File: config.mk
export PLATFORM = sky130hd
export DESIGN_NAME = t16cs_top
export DESIGN_NICKNAME = d
export VERILOG_FILES = /design/src/core/t16cs_pkg.sv /design/src/core/t16cs_prescaler.sv /design/src/core/t16cs_top.sv
export SDC_FILE = /design/constraint.sdc
export NUM_CORES = 1
export LEC_CHECK = 0
export ABC_AREA = 1
export BUFFER_PORTS_ARGS = -buffer_cell sky130_fd_sc_hd__buf_2
export CAP_MARGIN = 0
export CORE_ASPECT_RATIO = 1.2
export CORE_MARGIN = 2
export CORE_UTILIZATION = 50
export CTS_CLUSTER_SIZE = 8
export DETAILED_ROUTE_END_ITERATION = 7
export GPL_ROUTABILITY_DRIVEN = 0
export PLACE_DENSITY = 0.7
export SLEW_MARGIN = 20
export SYNTH_ARGS = -nofsm -noshare
export SYNTH_HDL_FRONTEND = slang
export SYNTH_SLANG_ARGS = --single-unit
export TNS_END_PERCENT = 10
File: constraint.sdc
create_clock -name clk -period 2.2 [get_ports clk]
set_input_delay 0.44 -clock clk [delete_from_list [all_inputs] [get_ports clk]]
set_output_delay 0.44 -clock clk [all_outputs]
set_load 0.03 [all_outputs]
File: src/core/t16cs_pkg.sv
// Package for the 16-bit timer control and clock select block.
// Assumes a single 40 MHz system clock and a plain register port.
package t16cs_pkg;

  // ****************************************************************
  // Register map
  // ****************************************************************
  localparam logic [1:0] ADDR_CONTROL = 2'h0;
  localparam logic [1:0] ADDR_COUNT_LO = 2'h1;
  localparam logic [1:0] ADDR_COUNT_HI = 2'h2;
  localparam logic [7:0] CONTROL_RESET = 8'h00;

  // ****************************************************************
  // Field positions of the control register
  // ****************************************************************
  localparam int CS_LSB     = 6;
  localparam int CKPS_LSB   = 4;
  localparam int SECONDARY_OSC_ENABLE_BIT  = 3;
  localparam int SYNC_BIT   = 2;
  localparam int UNUSED_BIT = 1;
  localparam int ON_BIT     = 0;

  // ****************************************************************
  // Encodings
  // ****************************************************************
  localparam logic [1:0] CS_INSTR   = 2'h0;
  localparam logic [1:0] CS_SYSTEM  = 2'h1;
  localparam logic [1:0] CS_PIN_OSC = 2'h2;
  localparam logic [1:0] CS_RESERVD = 2'h3;

  // Instruction clock is the system clock divided by four.
  localparam int INSTR_DIV = 4;

endpackage : t16cs_pkg

File: src/core/t16cs_prescaler.sv
// Prescaler for the timer input clock: divides a tick stream by 1, 2, 4 or 8.
// Assumes ticks are one-cycle enables on the system clock.
`timescale 1ns/1ps

module t16cs_prescaler
(
  input  wire logic       clk,
  input  wire logic       rst_n,
  input  wire logic       clear,
  input  wire logic [1:0] sel,
  input  wire logic       tick_in,
  output logic            tick_out
);

  logic [2:0] cnt_q;
  logic [2:0] mask;

  always_comb
  begin
    mask = 3'h0;
    unique case (sel)
      2'h0: mask = 3'h0;
      2'h1: mask = 3'h1;
      2'h2: mask = 3'h3;
      2'h3: mask = 3'h7;
    endcase
  end

  always_ff @(posedge clk)
  begin
    if (!rst_n || clear)
      cnt_q <= 3'h0;
    else if (tick_in)
      cnt_q <= (cnt_q & mask) == mask ? 3'h0 : cnt_q + 3'h1;
  end

  assign tick_out = tick_in && ((cnt_q & mask) == mask);

endmodule // t16cs_prescaler

File: src/core/t16cs_top.sv
// Control register, clock select, prescaler and 16-bit counter of a timer.
// Assumes all pin inputs are synchronous to clk; rst_n is power-on reset.
`timescale 1ns/1ps

module t16cs_top
(
  input  wire logic        clk,
  input  wire logic        rst_n,
  input  wire logic [1:0]  addr,
  input  wire logic [7:0]  wdata,
  input  wire logic        wr,
  input  wire logic        rd,
  output logic      [7:0]  rdata,
  input  wire logic        ext_clock_pin,
  input  wire logic        crystal_clk,
  output logic             secondary_osc_enable,
  output logic             gate_toggle_clear,
  output logic             timer_running,
  output logic      [15:0] count
);
  import t16cs_pkg::*;

  // ****************************************************************
  // Control register
  // ****************************************************************
  logic [7:0] control_q;
  logic [1:0] clk_src;
  logic [1:0] prescale_select;
  logic       osc_en;
  logic       sync_bypass;
  logic       timer_on;
  logic       wr_control;
  logic       wr_count_lo;
  logic       wr_count_hi;

  // Address decode of the write strobe, one select per register.
  assign wr_control  = wr && (addr == ADDR_CONTROL);
  assign wr_count_lo = wr && (addr == ADDR_COUNT_LO);
  assign wr_count_hi = wr && (addr == ADDR_COUNT_HI);

  always_ff @(posedge clk)
  begin
    if (!rst_n)
      control_q <= CONTROL_RESET;
    else if (wr_control)
      control_q <= wdata & ~(8'h01 << UNUSED_BIT);
  end

  assign clk_src         = control_q[CS_LSB +: 2];
  assign prescale_select = control_q[CKPS_LSB +: 2];
  assign osc_en          = control_q[SECONDARY_OSC_ENABLE_BIT];
  assign sync_bypass     = control_q[SYNC_BIT];
  assign timer_on        = control_q[ON_BIT];

  // ****************************************************************
  // Control outputs
  // ****************************************************************
  // Each output is its own flop, one control cycle behind the register.
  always_ff @(posedge clk)
  begin
    if (!rst_n)
      secondary_osc_enable <= 1'b0;
    else
      secondary_osc_enable <= osc_en;
  end

  // The gate toggle flop is held clear for as long as the timer is off.
  always_ff @(posedge clk)
  begin
    if (!rst_n)
      gate_toggle_clear <= 1'b1;
    else
      gate_toggle_clear <= !timer_on;
  end

  always_ff @(posedge clk)
  begin
    if (!rst_n)
      timer_running <= 1'b0;
    else
      timer_running <= timer_on;
  end

  // ****************************************************************
  // Instruction clock divider
  // ****************************************************************
  logic [1:0] instr_div_q;
  logic       instr_tick;

  always_ff @(posedge clk)
  begin
    if (!rst_n)
      instr_div_q <= 2'h0;
    else
      instr_div_q <= instr_div_q + 2'h1;
  end

  assign instr_tick = instr_div_q == 2'(INSTR_DIV - 1);

  // ****************************************************************
  // External source edge detection
  // ****************************************************************
  // The pin and crystal are sampled; a rising edge becomes one tick.
  // With sync on, two extra sampling stages align the edge to clk.
  logic ext_src;
  logic ext_s1_q;
  logic ext_s2_q;
  logic ext_prev_q;
  logic ext_level;
  logic ext_tick;

  assign ext_src = osc_en ? crystal_clk : ext_clock_pin;

  always_ff @(posedge clk)
  begin
    if (!rst_n)
    begin
      ext_s1_q   <= 1'b0;
      ext_s2_q   <= 1'b0;
      ext_prev_q <= 1'b0;
    end
    else
    begin
      ext_s1_q   <= ext_src;
      ext_s2_q   <= ext_s1_q;
      ext_prev_q <= ext_level;
    end
  end

  assign ext_level = sync_bypass ? ext_src : ext_s2_q;
  assign ext_tick  = ext_level && !ext_prev_q;

  // ****************************************************************
  // Clock source select
  // ****************************************************************
  logic src_tick;

  always_comb
  begin
    src_tick = 1'b0;
    unique case (clk_src)
      CS_INSTR:   src_tick = instr_tick;
      CS_SYSTEM:  src_tick = 1'b1;
      CS_PIN_OSC: src_tick = ext_tick;
      CS_RESERVD: src_tick = 1'b0;
    endcase
  end

  // ****************************************************************
  // Prescaler and counter
  // ****************************************************************
  logic pre_tick;

  t16cs_prescaler u_prescaler
  (
    .clk      (clk),
    .rst_n    (rst_n),
    .clear    (!timer_on),
    .sel      (prescale_select),
    .tick_in  (src_tick && timer_on),
    .tick_out (pre_tick)
  );

  always_ff @(posedge clk)
  begin
    if (!rst_n)
      count <= 16'h0000;
    // A software write wins over an increment in the same cycle.
    else if (wr_count_lo)
      count[7:0] <= wdata;
    else if (wr_count_hi)
      count[15:8] <= wdata;
    else if (timer_on && pre_tick)
      count <= count + 16'h0001;
  end

  // ****************************************************************
  // Read port
  // ****************************************************************
  always_ff @(posedge clk)
  begin
    if (!rst_n)
      rdata <= 8'h00;
    else if (rd)
    begin
      unique case (addr)
        ADDR_CONTROL:  rdata <= control_q;
        ADDR_COUNT_LO: rdata <= count[7:0];
        ADDR_COUNT_HI: rdata <= count[15:8];
        default:       rdata <= 8'h00;
      endcase
    end
    else
      rdata <= 8'h00;
  end

endmodule // t16cs_top

==> impl_results.md <==
- Crit path max fanout: 6
- Initial antenna violation count: 0
- EDFF count, synth: 0
- Worst r2r src: count[0]$_SDFFE_PN0P_
- Clock sinks: 42
- Largest cells by area after synthesis: dfxtp_1, nand2_1, nor2_1
- Postcts setup bufs: 0
- Min-Delay Path Class: input port to flop
- Crit path DAT: around 1900 ps
- Die X: 66.5 µm
- DIE AREA: approximately 5300 µm²
- Area of the multi-input gates: ~1300 µm²
- Clock latency on the worst-skew pair: 300 ps
- Synthesized net count: between 300 and 400
- Max-slew violation count: 0
- Setup TNS Final: 0 ps
- Tmin final: ~1700 ps
- Row cnt: 27
- Max Cap Violations: 0
- Synth Flop Type: dfxtp_1
- Post-Layout Inst Area: approximately 2700 µm²
- Drt initial violations: 134
- Synth Warn #: 0
- Final setup violation count: 0
- Clock slew at reported path FFs: ~80 ps
- # placed instances: about 450
- Relative slew slack: 0.688
- TritonCTS buffer count: 5
- CP Cell Sequence: ha_1 -> nand2_1 -> nor2_4 -> nand2_1 -> nor2_2 -> nand3b_1 -> o21ai_0 -> nor2_1 -> nor2_1
- Largest net degree at the start of global routing: 23
- Total grt overflow: 0
- Pre-Repair DR Iteration Count: 4
- Vias in the first global route: about 2,100
- Ratio of cells with drive above 1 in the final layout: 0.212
- Initial cell density of the core: 0.514
- Setup Skew: 7.44 ps
- WL/cell: 12.8 µm
- Post-DR vias/cell: between 5 and 6
- RR Endpoint: count[8]$_SDFFE_PN0P_
- I/O pin count: 43
- Pleak: roughly 1.3 nW
- N_diodes: 0
- Setup crit end: count[8]$_SDFFE_PN0P_
- DRC: 0
- P per Cell Area: 606 nW/µm²
- Fin crit share: 0.779
- FF/Latch Area: ~840 µm²
- Startpoint types: flop
- Critical path class: flop to flop
- Post-synth top area share: 0.358
- Power Total: ~1.6 mW
- F_max: 583 MHz
- FFs w/ async S/R, synth: 0
- Vias: about 2,300
- Measured slew at the worst slew-check pin: 466 ps
- Flops & latches, synth: 42
- Final hold vios: 0
- Port Buf Inserts: 42
- # hold bufs at CTS: 0
- Cell taking the most area after synthesis: dfxtp_1
- Syn Inst Count: between 300 and 400
- Outcome: finished, final reports clean
- Resize count post-CTS: 0
- Sequential area share after synthesis: 0.358
- Detailed Place HPWL: about 4600 µm
- Htree depth: 2
- Crit-path slowest cell: dfxtp_1
- Worst EP required: 2400 ps
- Synthesized area per cell: around 6.7 µm²
- Core ar.: 4560 µm²
- Post-synth cell types: 38
- Clk root buf: clkbuf_8
- RSZ-0062 raised after global routing: false
- CP max stage delay: around 430 ps
- Hold slack: 391 ps
- Mapped Area: 2350 µm²
- Nets@finish: between 400 and 500
- TritonCTS clock tree: built
- Global Route Usage Sum: 0.240
- Die Span Y: roughly 79 µm
- First-pass GRT wire length: 9650 µm
- Worst vdd ir: 0.000278 V
- Clock tree buffer depth: 2
- Fillers: 454
- Worst R2R Setup Slack: 490 ps
- R2R cell count: 9
- Drt total wl: 5790 µm
- CP endpoint kind: flop
- Post-DP Area: around 2600 µm²
- Worst hold start: rd
- Layout Cells excl Fill: 454
- Post-DRT Antenna Nets: 0
- Layout area overhead: 13.9%
- Crit path launch: count[0]$_SDFFE_PN0P_
==> layout make-up <==
type	count	share of cell area
tap	58	0.0272
timing repair buffer	43	0.0815
clock buffer	6	0.0309
clock inverter	2	0.00468
multi-input combinational	251	0.468
inverter	52	0.0730
sequential	42	0.315
==> per-layer routing <==
metal	part of all wire	up-vias	GRT usage
met4	0.021	0	0.0878
met2	0.49	86	0.420
met5	0	-	0
met1	0.42	1023	0.290
li1	-	1195	-
met3	0.071	11	0.0425
==> synthesized netlist by cell type, types with 2 or more instances <==
master and n:
o221ai_1 3, o22ai_1 2, nand2_2 8, xor2_1 2, nand4_1 3, nand2_1 96, nand3_1 17, o21ai_1 3
nand3_2 2, ha_1 3, inv_1 45, o21ai_0 18, clkinv_1 2, inv_2 5, nor2_2 6, o211ai_1 2
dfxtp_1 42, nor2_1 47, a21oi_1 18, buf_4 4, nor2_4 4, nand2_4 4
==> flip-flops by register name, summed over array words and instances (netlist names) <==
signal                count
ext_prev_q                1
secondary_osc_enable      1
count                    16
rdata                     8
timer_running             1
control_q                 7
instr_div_q               2
u_prescaler.cnt_q         3
ext_s2_q                  1
ext_s1_q                  1
gate_toggle_clear         1
==> worst min path at each step <==
| stage | slack (ps) | endpoint | cells after the start |
|---|---|---|---|
| global route | 390 | rdata[1]$_SDFF_PN0_ | 3 |
| global placement | 400 | ext_s2_q$_SDFF_PN0_ | 2 |
| floorplan | 390 | ext_s2_q$_SDFF_PN0_ | 2 |
| CTS | 390 | rdata[1]$_SDFF_PN0_ | 3 |
| detailed placement | 410 | ext_s2_q$_SDFF_PN0_ | 2 |
| finish | 390 | rdata[1]$_SDFF_PN0_ | 3 |
==> per-stage QoR <==
step / util / worst slack [ps]
2_1_floorplan: - / 569
3_3_place_gp: 0.565 / 445
3_5_place_dp: 0.565 / 409
4_1_cts: 0.586 / 531
5_1_grt: 0.586 / 441
6_report: 0.586 / 485
==> power breakdown <==
group / internal, mW / switching, mW / leakage (nW) / total, mW
Clock: 0.252 / 0.271 / 0.0472 / 0.523
Combinational: 0.0845 / 0.182 / 0.927 / 0.267
Sequential: 0.794 / 0.0347 / 0.342 / 0.829
==> worst max-delay path, delay by kind of cell, from the launching register on <==
kind            cells  cell delay, ps
simple gates        7             840
flops               1             430
fa+ha+maj           1             230
compound gates      1             100
==> logic make-up after synthesis <==
| logic type | count (synthesis) | share of synthesized area |
|---|---|---|
| simple gates | 193 | 0.379 |
| buf+inv | 59 | 0.108 |
| fa+ha+maj | 3 | 0.0160 |
| compound gates | 53 | 0.131 |
| flops | 42 | 0.358 |
| xor+xnor | 2 | 0.00747 |
==> layout by cell type, fill, tap and decap left out, types with 2 or more instances in the layout <==
cell,synthesis,routed
clkinv_1,2,2
nand3_1,17,17
inv_2,5,5
nand4_1,3,3
clkbuf_8,1,6
inv_1,45,45
nor2_2,6,6
ha_1,3,3
dfxtp_1,42,42
o22ai_1,2,2
buf_2,0,42
nand3_2,2,2
nand2_1,96,96
nor2_1,47,47
a21oi_1,18,18
nand2_2,8,8
nor2_4,4,4
o21ai_1,3,3
o221ai_1,3,3
o211ai_1,2,2
nand2_4,4,4
o21ai_0,18,18
xor2_1,2,2
No activity file was read; power rests on OpenSTA's default activity.
